### config.mk
export PLATFORM = sky130hd
export DESIGN_NAME = pmrb_top
export DESIGN_NICKNAME = d
export VERILOG_FILES = /design/src/hdl/pmrb_pkg.sv /design/src/hdl/pmrb_top.sv
export VERILOG_INCLUDE_DIRS = /design/src /design/src/hdl
export SDC_FILE = /design/constraint.sdc
export NUM_CORES = 1
export LEC_CHECK = 0
export BUFFER_PORTS_ARGS = -buffer_cell sky130_fd_sc_hd__buf_2
export CORE_ASPECT_RATIO = 1.25
export CORE_MARGIN = 10
export CORE_UTILIZATION = 57
export DETAILED_ROUTE_END_ITERATION = 8
export PLACE_DENSITY = 0.84
export SLEW_MARGIN = 25
export SYNTH_ARGS = -nofsm -noshare
export SYNTH_HDL_FRONTEND = slang
export SYNTH_SLANG_ARGS = --single-unit
### constraint.sdc
create_clock -name clock_in -period 4.68 [get_ports clock_in]
set_clock_uncertainty 0.2 [all_clocks]
set_input_delay 0 -clock clock_in [delete_from_list [all_inputs] [get_ports clock_in]]
set_output_delay 0 -clock clock_in [all_outputs]
set_load 0.02 [all_outputs]
### src/hdl/pmrb_consts.svh
`ifndef PMRB_CONSTS_SVH
`define PMRB_CONSTS_SVH

`define PMRB_A_GAIN 8'h00
`define PMRB_A_INTEG 8'h01
`define PMRB_A_CTRL 8'h02
`define PMRB_A_VBUS_HI 8'h10
`define PMRB_A_VBUS_LO 8'h11
`define PMRB_A_VSNS_HI 8'h12
`define PMRB_A_VSNS_LO 8'h13
`define PMRB_A_VSUM_3 8'h14
`define PMRB_A_VSUM_2 8'h15
`define PMRB_A_VSUM_1 8'h16
`define PMRB_A_VSUM_0 8'h17
`define PMRB_A_ISUM_3 8'h18
`define PMRB_A_ISUM_2 8'h19
`define PMRB_A_ISUM_1 8'h1a
`define PMRB_A_ISUM_0 8'h1b
`define PMRB_A_OVF 8'h1c
`define PMRB_A_PWR_HI 8'h1d
`define PMRB_A_PWR_LO 8'h1e
`define PMRB_A_SMP_HI 8'h21
`define PMRB_A_SMP_LO 8'h22
`define PMRB_A_PSUM_4 8'h23
`define PMRB_A_PSUM_3 8'h24
`define PMRB_A_PSUM_2 8'h25
`define PMRB_A_PSUM_1 8'h26
`define PMRB_A_PSUM_0 8'h27
`define PMRB_A_PART 8'hfd
`define PMRB_A_MAKER 8'hfe
`define PMRB_A_REV 8'hff

`define PMRB_RST_GAIN 8'h00
`define PMRB_RST_INTEG 8'h0c
`define PMRB_RST_CTRL 8'h00

// gain_config fields
`define PMRB_B_CUR_WIDTH 7
`define PMRB_B_BUS_WIDTH 6
`define PMRB_F_CUR_GAIN 5:3
`define PMRB_F_BUS_GAIN 2:0
// integration_config fields
`define PMRB_F_SAMPLES 7:4
`define PMRB_B_SENSE_FILT 3
`define PMRB_B_BUS_FILT 2
`define PMRB_B_PIN_OVR 1
`define PMRB_B_SOFT_INT 0
// control fields
`define PMRB_F_OUT_SRC 7:6
`define PMRB_F_OUT_RANGE 5:4
`define PMRB_B_TIMEOUT 3
`define PMRB_B_SLEEP 2
`define PMRB_B_SLEEP_DIS 1
`define PMRB_B_RECALC 0

`define PMRB_SAMPLE_MAX_CODE 4'hb
`define PMRB_BUS_GAIN_MAX_CODE 3'h5
`define PMRB_TIMEOUT_MS 30
`define PMRB_CLK_KHZ 125000
`define PMRB_ADDR_W 7
`define PMRB_READ_BIT 1'b1

`endif

### src/hdl/pmrb_pkg.sv
package pmrb_pkg;
    typedef enum logic [8:0] {
        ST_IDLE = 9'h001,
        ST_ADDR = 9'h002,
        ST_ADDR_ACK = 9'h004,
        ST_PTR = 9'h008,
        ST_PTR_ACK = 9'h010,
        ST_WDATA = 9'h020,
        ST_WACK = 9'h040,
        ST_RDATA = 9'h080,
        ST_RACK = 9'h100
    } pmrb_state_t;

    typedef enum logic [1:0] {
        SRC_PIN_POWER = 2'h0,
        SRC_FREE_SENSE = 2'h1,
        SRC_FREE_BUS = 2'h2,
        SRC_FREE_POWER = 2'h3
    } pmrb_src_t;

    typedef struct packed {
        logic [2:0] scl_sync;
        logic [2:0] sda_sync;
        logic scl;
        logic sda;
        pmrb_state_t state;
        logic [7:0] shift;
        logic [2:0] bit_cnt;
        logic [7:0] ptr;
        logic rw;
        logic sda_oe;
        logic [31:0] tmo_cnt;
        logic [7:0] gain_config;
        logic [7:0] integration_config;
        logic [7:0] control;
        logic sleep_req;
        logic recalc_pulse;
    } pmrb_state_s_t;
endpackage : pmrb_pkg

### src/hdl/pmrb_top.sv
// How it works
// - block write stores bytes to consecutive registers
// - block read returns consecutive registers until nack
// - unused bits always read as zero
// - bits 7/6 pick 11-bit or 14-bit
// - current gain is two to the code
// - bus gain saturates at 32x
// - samples two to code, capped 2048
// - filter bits lengthen conversion by half
// - override bit swaps pin for soft control
// - with override, soft bit picks integrate/read in pin power mode
// - output select sets source and mode
// - range field sets output full scale
// - control bit 3 enables bus timeout
// - clock low over 30 ms resets protocol
// - sleep bit in read state enters sleep
// - sleep timer disable keeps read state
// - recalculate bit triggers immediate output update
`include "pmrb_consts.svh"

module pmrb_top #(
    parameter logic [6:0] DEV_ADDR = 7'h4c,
    parameter logic [7:0] PART_ID = 8'h11,  // arbitrary value
    parameter logic [7:0] MAKER_ID = 8'h22, // arbitrary value
    parameter logic [7:0] REV_ID = 8'h33,   // arbitrary value
    parameter int unsigned TIMEOUT_CYCLES = `PMRB_TIMEOUT_MS * `PMRB_CLK_KHZ
) (
    input wire logic clock_in,
    input wire logic rst_b_in,
    input wire logic scl_in,
    input wire logic sda_in,
    output logic sda_out,
    output logic sda_oe_out,
    input wire logic read_int_pin_in,
    input wire logic [9:0] bus_voltage_result_in,
    input wire logic [9:0] sense_voltage_result_in,
    input wire logic [9:0] power_result_in,
    input wire logic [24:0] bus_sample_accum_in,
    input wire logic [24:0] current_sample_accum_in,
    input wire logic [38:0] power_accum_in,
    input wire logic [11:0] sample_tally_in,
    input wire logic [2:0] overflow_in,
    input wire logic results_settled_in,
    output logic integrate_out,
    output logic sleep_req_out,
    output logic sleep_timer_disable_out,
    output logic recalc_out,
    output logic current_conv_width_sel_out,
    output logic bus_conv_width_sel_out,
    output logic [7:0] current_gain_mult_out,
    output logic [5:0] bus_gain_mult_out,
    output logic [11:0] sample_count_out,
    output logic sense_post_filter_on_out,
    output logic bus_post_filter_on_out,
    output logic [1:0] output_source_sel_out,
    output logic output_free_run_out,
    output logic [1:0] output_range_sel_out
);

    ////////////////////////////////////////////////////////////////////////////
    pmrb_pkg::pmrb_state_s_t s, next_s;
    logic scl_rise, scl_fall, start_seen, stop_seen;
    logic [7:0] rdata;
    logic [7:0] shifted;
    logic addr_match;
    logic [3:0] smp_code;
    logic [2:0] bgain_code;

    // level changes count only once the 2nd and 3rd stages agree
    always_comb begin
        scl_rise = (s.scl_sync[1] == s.scl_sync[2]) && s.scl_sync[2] && !s.scl;
        scl_fall = (s.scl_sync[1] == s.scl_sync[2]) && !s.scl_sync[2] && s.scl;
        start_seen = (s.sda_sync[1] == s.sda_sync[2]) && !s.sda_sync[2] && s.sda && s.scl;
        stop_seen = (s.sda_sync[1] == s.sda_sync[2]) && s.sda_sync[2] && !s.sda && s.scl;
        shifted = {s.shift[6:0], s.sda};
        addr_match = shifted[7:1] == DEV_ADDR;
    end

    ////////////////////////////////////////////////////////////////////////////
    // read mux: unused bits tied to zero
    always_comb begin
        unique case (s.ptr)
            `PMRB_A_GAIN: rdata = s.gain_config;
            `PMRB_A_INTEG: rdata = s.integration_config;
            `PMRB_A_CTRL: rdata = s.control;
            `PMRB_A_VBUS_HI: rdata = bus_voltage_result_in[9:2];
            `PMRB_A_VBUS_LO: rdata = {bus_voltage_result_in[1:0], 6'h00};
            `PMRB_A_VSNS_HI: rdata = sense_voltage_result_in[9:2];
            `PMRB_A_VSNS_LO: rdata = {sense_voltage_result_in[1:0], 6'h00};
            `PMRB_A_VSUM_3: rdata = bus_sample_accum_in[24:17];
            `PMRB_A_VSUM_2: rdata = bus_sample_accum_in[16:9];
            `PMRB_A_VSUM_1: rdata = bus_sample_accum_in[8:1];
            `PMRB_A_VSUM_0: rdata = {bus_sample_accum_in[0], 7'h00};
            `PMRB_A_ISUM_3: rdata = current_sample_accum_in[24:17];
            `PMRB_A_ISUM_2: rdata = current_sample_accum_in[16:9];
            `PMRB_A_ISUM_1: rdata = current_sample_accum_in[8:1];
            `PMRB_A_ISUM_0: rdata = {current_sample_accum_in[0], 7'h00};
            `PMRB_A_OVF: rdata = {5'h00, overflow_in};
            `PMRB_A_PWR_HI: rdata = power_result_in[9:2];
            `PMRB_A_PWR_LO: rdata = {power_result_in[1:0], 6'h00};
            `PMRB_A_SMP_HI: rdata = sample_tally_in[11:4];
            `PMRB_A_SMP_LO: rdata = {sample_tally_in[3:0], 4'h0};
            `PMRB_A_PSUM_4: rdata = power_accum_in[38:31];
            `PMRB_A_PSUM_3: rdata = power_accum_in[30:23];
            `PMRB_A_PSUM_2: rdata = power_accum_in[22:15];
            `PMRB_A_PSUM_1: rdata = power_accum_in[14:7];
            `PMRB_A_PSUM_0: rdata = {power_accum_in[6:0], 1'b0};
            `PMRB_A_PART: rdata = PART_ID;
            `PMRB_A_MAKER: rdata = MAKER_ID;
            `PMRB_A_REV: rdata = REV_ID;
            default: rdata = 8'h00;
        endcase
    end

    ////////////////////////////////////////////////////////////////////////////
    always_comb begin
        next_s = s;
        next_s.scl_sync = {s.scl_sync[1:0], scl_in};
        next_s.sda_sync = {s.sda_sync[1:0], sda_in};
        next_s.recalc_pulse = 1'b0;
        if (s.scl_sync[1] == s.scl_sync[2]) begin
            next_s.scl = s.scl_sync[2];
        end
        if (s.sda_sync[1] == s.sda_sync[2]) begin
            next_s.sda = s.sda_sync[2];
        end

        // clock-low watchdog
        if (s.control[`PMRB_B_TIMEOUT] && !s.scl) begin
            next_s.tmo_cnt = s.tmo_cnt + 32'h1;
        end else begin
            next_s.tmo_cnt = 32'h0;
        end

        if (start_seen) begin
            next_s.state = pmrb_pkg::ST_ADDR;
            next_s.bit_cnt = 3'h0;
            next_s.sda_oe = 1'b0;
        end else if (stop_seen) begin
            next_s.state = pmrb_pkg::ST_IDLE;
            next_s.sda_oe = 1'b0;
        end else if (s.control[`PMRB_B_TIMEOUT] && s.tmo_cnt >= TIMEOUT_CYCLES) begin
            next_s.state = pmrb_pkg::ST_IDLE;
            next_s.sda_oe = 1'b0;
            next_s.tmo_cnt = 32'h0;
        end else begin
            unique case (s.state)
                pmrb_pkg::ST_IDLE: begin
                end
                pmrb_pkg::ST_ADDR, pmrb_pkg::ST_PTR, pmrb_pkg::ST_WDATA: begin
                    if (scl_rise) begin
                        next_s.shift = shifted;
                        next_s.bit_cnt = s.bit_cnt + 3'h1;
                        if (s.bit_cnt == 3'h7) begin
                            if (s.state == pmrb_pkg::ST_ADDR) begin
                                if (addr_match) begin
                                    next_s.rw = shifted[0];
                                    next_s.state = pmrb_pkg::ST_ADDR_ACK;
                                end else begin
                                    next_s.state = pmrb_pkg::ST_IDLE;
                                end
                            end else if (s.state == pmrb_pkg::ST_PTR) begin
                                next_s.ptr = shifted;
                                next_s.state = pmrb_pkg::ST_PTR_ACK;
                            end else begin
                                unique case (s.ptr)
                                    `PMRB_A_GAIN: next_s.gain_config = shifted;
                                    `PMRB_A_INTEG: next_s.integration_config = shifted;
                                    `PMRB_A_CTRL: begin
                                        next_s.control = shifted;
                                        next_s.sleep_req = shifted[`PMRB_B_SLEEP] && !integrate_out;
                                        next_s.recalc_pulse = shifted[`PMRB_B_RECALC];
                                    end
                                    default: begin
                                    end
                                endcase
                                next_s.ptr = s.ptr + 8'h1;
                                next_s.state = pmrb_pkg::ST_WACK;
                            end
                        end
                    end
                end
                pmrb_pkg::ST_ADDR_ACK, pmrb_pkg::ST_PTR_ACK, pmrb_pkg::ST_WACK: begin
                    if (scl_fall) begin
                        if (!s.sda_oe) begin
                            next_s.sda_oe = 1'b1;
                        end else begin
                            next_s.sda_oe = 1'b0;
                            next_s.bit_cnt = 3'h0;
                            if (s.state == pmrb_pkg::ST_ADDR_ACK && s.rw == `PMRB_READ_BIT) begin
                                next_s.state = pmrb_pkg::ST_RDATA;
                                next_s.shift = rdata;
                                next_s.sda_oe = !rdata[7];
                                next_s.ptr = s.ptr + 8'h1;
                            end else if (s.state == pmrb_pkg::ST_ADDR_ACK) begin
                                next_s.state = pmrb_pkg::ST_PTR;
                            end else begin
                                next_s.state = pmrb_pkg::ST_WDATA;
                            end
                        end
                    end
                end
                pmrb_pkg::ST_RDATA: begin
                    if (scl_fall) begin
                        next_s.bit_cnt = s.bit_cnt + 3'h1;
                        if (s.bit_cnt == 3'h7) begin
                            next_s.sda_oe = 1'b0;
                            next_s.state = pmrb_pkg::ST_RACK;
                        end else begin
                            next_s.shift = {s.shift[6:0], 1'b0};
                            next_s.sda_oe = !s.shift[6];
                        end
                    end
                end
                pmrb_pkg::ST_RACK: begin
                    if (scl_rise) begin
                        if (s.sda) begin
                            next_s.state = pmrb_pkg::ST_IDLE;
                        end else begin
                            next_s.state = pmrb_pkg::ST_ADDR_ACK;
                            next_s.sda_oe = 1'b1;
                        end
                    end
                end
            endcase
        end
        if (integrate_out) begin
            next_s.sleep_req = 1'b0;
        end
    end

    ////////////////////////////////////////////////////////////////////////////
    always_ff @(posedge clock_in or negedge rst_b_in) begin
        if (!rst_b_in) begin
            s <= '{scl_sync: 3'h7, sda_sync: 3'h7, scl: 1'b1, sda: 1'b1,
                   state: pmrb_pkg::ST_IDLE, shift: 8'h00, bit_cnt: 3'h0, ptr: 8'h00,
                   rw: 1'b0, sda_oe: 1'b0, tmo_cnt: 32'h0,
                   gain_config: `PMRB_RST_GAIN, integration_config: `PMRB_RST_INTEG,
                   control: `PMRB_RST_CTRL, sleep_req: 1'b0, recalc_pulse: 1'b0};
        end else begin
            s <= next_s;
        end
    end

    ////////////////////////////////////////////////////////////////////////////
    always_comb begin
        smp_code = s.integration_config[`PMRB_F_SAMPLES];
        bgain_code = s.gain_config[`PMRB_F_BUS_GAIN];
        if (smp_code > `PMRB_SAMPLE_MAX_CODE) begin
            smp_code = `PMRB_SAMPLE_MAX_CODE;
        end
        if (bgain_code > `PMRB_BUS_GAIN_MAX_CODE) begin
            bgain_code = `PMRB_BUS_GAIN_MAX_CODE;
        end
        sda_out = 1'b0;
        sda_oe_out = s.sda_oe;
        if (s.control[`PMRB_F_OUT_SRC] != pmrb_pkg::SRC_PIN_POWER) begin
            integrate_out = 1'b1;
        end else if (s.integration_config[`PMRB_B_PIN_OVR]) begin
            integrate_out = s.integration_config[`PMRB_B_SOFT_INT];
        end else begin
            integrate_out = read_int_pin_in;
        end
        output_free_run_out = s.control[`PMRB_F_OUT_SRC] != pmrb_pkg::SRC_PIN_POWER;
        output_source_sel_out = s.control[`PMRB_F_OUT_SRC];
        output_range_sel_out = s.control[`PMRB_F_OUT_RANGE];
        sleep_req_out = s.sleep_req && !s.control[`PMRB_B_SLEEP_DIS];
        sleep_timer_disable_out = s.control[`PMRB_B_SLEEP_DIS];
        recalc_out = s.recalc_pulse;
        current_conv_width_sel_out = s.gain_config[`PMRB_B_CUR_WIDTH];
        bus_conv_width_sel_out = s.gain_config[`PMRB_B_BUS_WIDTH];
        current_gain_mult_out = 8'h01 << s.gain_config[`PMRB_F_CUR_GAIN];
        bus_gain_mult_out = 6'h01 << bgain_code;
        sample_count_out = 12'h001 << smp_code;
        sense_post_filter_on_out = s.integration_config[`PMRB_B_SENSE_FILT];
        bus_post_filter_on_out = s.integration_config[`PMRB_B_BUS_FILT];
    end

endmodule : pmrb_top

==> parameters.txt <==
Parameter                              Value

STA
  Total negative slack ... 0 ps
  Maximum operating frequency ... 309 MHz
  Unrepaired setup endpoints after global routing ... no
  Slew at the pin closest to its max-slew limit ... 1090 ps
  Fin. Hold Viols ... 0
  Minimum period implied by the final worst setup slack ... 3230 ps
  Count of pins over their slew limit ... 0
  Share of the cycle needed by the critical path after routing ... 69.1%
  Total setup violations reported at the end of the flow ... 0
  Max-slew headroom at the worst pin ... 26.9%

Worst setup path
  Destination of the worst register-to-register timing path ... s[71]
  Category of the worst setup path launch point ... flip-flop
  Critical path fanouts, max ... 17
  Data arrival time of the worst path ... 3300 ps
  Buffers and inverters on the worst path ... 0
  CP cell instances ... or4_1 -> nor3_1 -> a222oi_1 -> and3_1 -> a31o_2 -> a31oi_1
  Register-to-Register Path Depth ... 6
  CP required ... 4750 ps
  Startpoint-to-endpoint class of the critical path ... reg2reg
  Kind of cell with the highest combined delay on the critical path ... simple AND/OR/NAND/NOR gates
  Slowest stage cell on the critical path ... nor3_1
  Reg2Reg Launch Point ... s[65]
  Crit-path max cell delay ... 850 ps
  R2r setup slk ... 1450 ps
  CP endpoint kind ... flip-flop

Power
  Switching share of total power ... 32.8%
  Share of total power in sequential cells ... 46.1%
  Power density of the placed cells ... 282 mW/mm^2
  Overall power ... 2.20 mW
  Power share of the clock group ... 32.1%
  Internal Power ... 1.48 mW
  Combinational share of power ... 21.8%
  Static leakage ... 3.49 nW
  Peak VDD IR ... 0.365 mV
  P_sw ... 0.720 mW

Die
  IO Count ... 181
  Die area ... 0.0160 mm^2
  CORE AREA ... 0.0111 mm^2
  Initial Utilization ... 58.2%
  DIE HEIGHT ... 139 um
  Num rows ... 43
  Die width ... 115 um

Detailed routing
  DRC violations left ... 0
  TritonRoute pass-1 iters ... 6
  Remaining number of nets flagged by the antenna check after routing ... 0
  1st-iter DRT viols ... 695
  Via count ... 6,732
  Detailed-route wire length ... 24,000 um
  Post-DR wirelength/cell ... 23.5 um
  DR vias/cell ... 6.60

Place
  Port bufs ... 178
  Final weighted congestion of routability-driven global placement ... 0.998
  HPWL Detailed ... 18,600 um

GRT
  Global-route track usage on met1 ... 31.2%
  Top Usage Layer GRT ... met2
  GRT met2 Usage ... 49.7%
  GRT Residual Overflow ... 0
  Largest net degree at the start of global routing ... 61
  Wire length of the first global-routing pass ... 36,900 um
  Antenna violations before repair ... 0
  Vias in the first global route ... 6,789
  GR Util met3 ... 7.62%
  GRT Util Overall ... 28.8%

Synth
  Portion of synthesized cell area occupied by the leading cell type ... 32.6%
  Largest area contributor in the synthesized netlist ... dfrtp_1
  Async set-reset flop share out of synthesis ... 100%
  Distinct cells, synth ... 78
  Seq/Total Area, Yosys ... 37.1%
  Post-synth top flop ... dfrtp_1
  Post-synthesis average cell area ... 9.02 um^2
  Cell count after synthesis ... 715
  Cell area after synthesis ... 0.00645 mm^2
  Count leader, synth ... dfrtp_1
  Number of storage elements in the synthesis netlist ... 95
  Synthesis warning total ... 0
  Number of flops mapped to enable cells by yosys ... 0
  Most common library cells after synthesis ... 84 x dfrtp_1, 68 x nor2_1, 56 x nand2_1, 30 x clkbuf_1, 26 x nand3_1
  Leading cell types by total area after synthesis ... dfrtp_1 33%, dfstp_2 4.5%, mux2_2 4.4%

Clock network
  Post-CTS Setup Bufs ... 0
  Maximum clock path buffer count ... 2
  Clock insertion delay at the later pin of the skew report ... 350 ps
  Number of buffers added by the clock tree synthesis step ... 9
  Clock Sink Count ... 95
  Clock-pin transition on the worst setup and hold timing paths ... 70 ps
  Root cell of the clock tree ... clkbuf_16
  Number of H-tree levels ... 3
  Clock tree from TritonCTS ... built

Worst hold path
  Cells on Worst Hold Path ... 4
  Worst hold start ... power_accum_in[34]
  Class of the worst hold path ... in2reg
  Worst hold path endpoint ... s[74]

Flow run
  Number of max-capacitance violations reported ... 0

Run status
  Result of the run ... completed

Finish
  Area Growth Syn to Fin ... 20.5%
  Net count of the finished layout ... 1,032
  Fraction of layout cells with a size suffix above 1 ... 29.5%
  Count of inserted antenna diode cells ... 0
[layout make-up]
| cell class | instances | area [um^2] |
|---|---|---|
| fillers | 866 | 3310 |
| flip-flops and latches | 95 | 2390 |
| clock inverters | 3 | 26.3 |
| repair buffers | 193 | 1020 |
| clock buffers | 13 | 260 |
| inverters | 19 | 71.3 |
| well taps | 135 | 169 |
| multi-input cells | 562 | 3830 |
[metal layers]
| metal | wire length, um | part of all wire (%) |
|---|---|---|
| met1 | 8540 | 36 |
| met4 | 1270 | 5.3 |
| met5 | 0 | 0 |
| met2 | 11900 | 50 |
| met3 | 2250 | 9.4 |
[worst max path at each step]
stage	startpoint	endpoint	slack [ps]	depth (start not counted)
CTS	s[44]	s[14]	1500	6
finish	s[65]	s[71]	1450	6
floorplan	s[88]	s[60]	2030	9
global placement	s[62]	s[74]	1590	7
detailed placement	s[44]	s[14]	1490	6
global route	s[62]	s[72]	1310	7
[sequential cells by signal (all words and copies together), names as in the netlist, 2 cells and up]
name	flops
s	80
output_source_sel_out	2
next_s	4
output_range_sel_out	2
[power by group through the flow]
stage | Clock (mW) | Combinational, mW | Sequential, mW
after floorplan | 0 | 0.317 | 0.962
after global placement | 0 | 0.438 | 1.01
after detailed placement | 0 | 0.455 | 1.02
after CTS | 0.708 | 0.463 | 1.00
after global routing | 0.747 | 0.524 | 1.02
final | 0.706 | 0.478 | 1.01
[through the flow]
stage	utilization, %	area (um^2)	setup slack [ps]	hold slack, ps	instances
floorplan	-	6480	2030	-496	725
global placement	66.7	7390	1590	-108	997
detailed placement	66.7	7390	1490	-92.8	997
CTS	69.9	7750	1500	3.64	1020
global route	70.1	7770	1310	22.6	1020
finish	70.1	7770	1450	7.84	1020
[layout by cell type (no fill, tap or decap), drive strengths merged, types with 6 or more instances in the layout]
cell / n
a221oi: 8
xor2: 12
nor3b: 11
clkbuf: 13
nor2b: 11
a22o: 16
ha: 12
dfrtp: 84
dfstp: 11
nand2: 56
xnor2: 8
o21ai: 25
mux2i: 20
conb: 11
nor3: 24
a31oi: 10
mux2: 26
inv: 21
a21oi: 25
and2: 7
nand3: 26
o31ai: 8
nor2: 68
dlygate4sd3: 7
a32o: 7
buf: 186
and3: 17
a22oi: 17
nand4: 11
nor4: 14
nand2b: 10
nand3b: 6
or2: 7
[worst reg2reg max path, delay by kind of cell, from the launching register on]
family	cells	cell delay (ps)
flip-flops	1	590
AND/OR/NAND/NOR	3	1790
AO/OA/AOI/OAI	3	590
[what timing repair did]
action,in CTS,in global routing
endpoints found under the hold margin,65,0
resized for setup,0,0
hold buffers,7,0
[cells by family (layout without fill, tap and decap cells)]
group	count (synthesis)	count (layout)	share of synthesized area [%]
adder cells (fa/ha/maj)	12	12	2.33
flip-flops	95	95	37.1
multiplexers	48	48	8.40
buffers and inverters	68	228	4.56
XOR/XNOR	20	20	2.72
AND/OR/NAND/NOR	293	293	24.4
other	1	11	0.0582
AO/OA/AOI/OAI	178	178	20.4
Note: power is estimated with default switching activity, not from simulation.
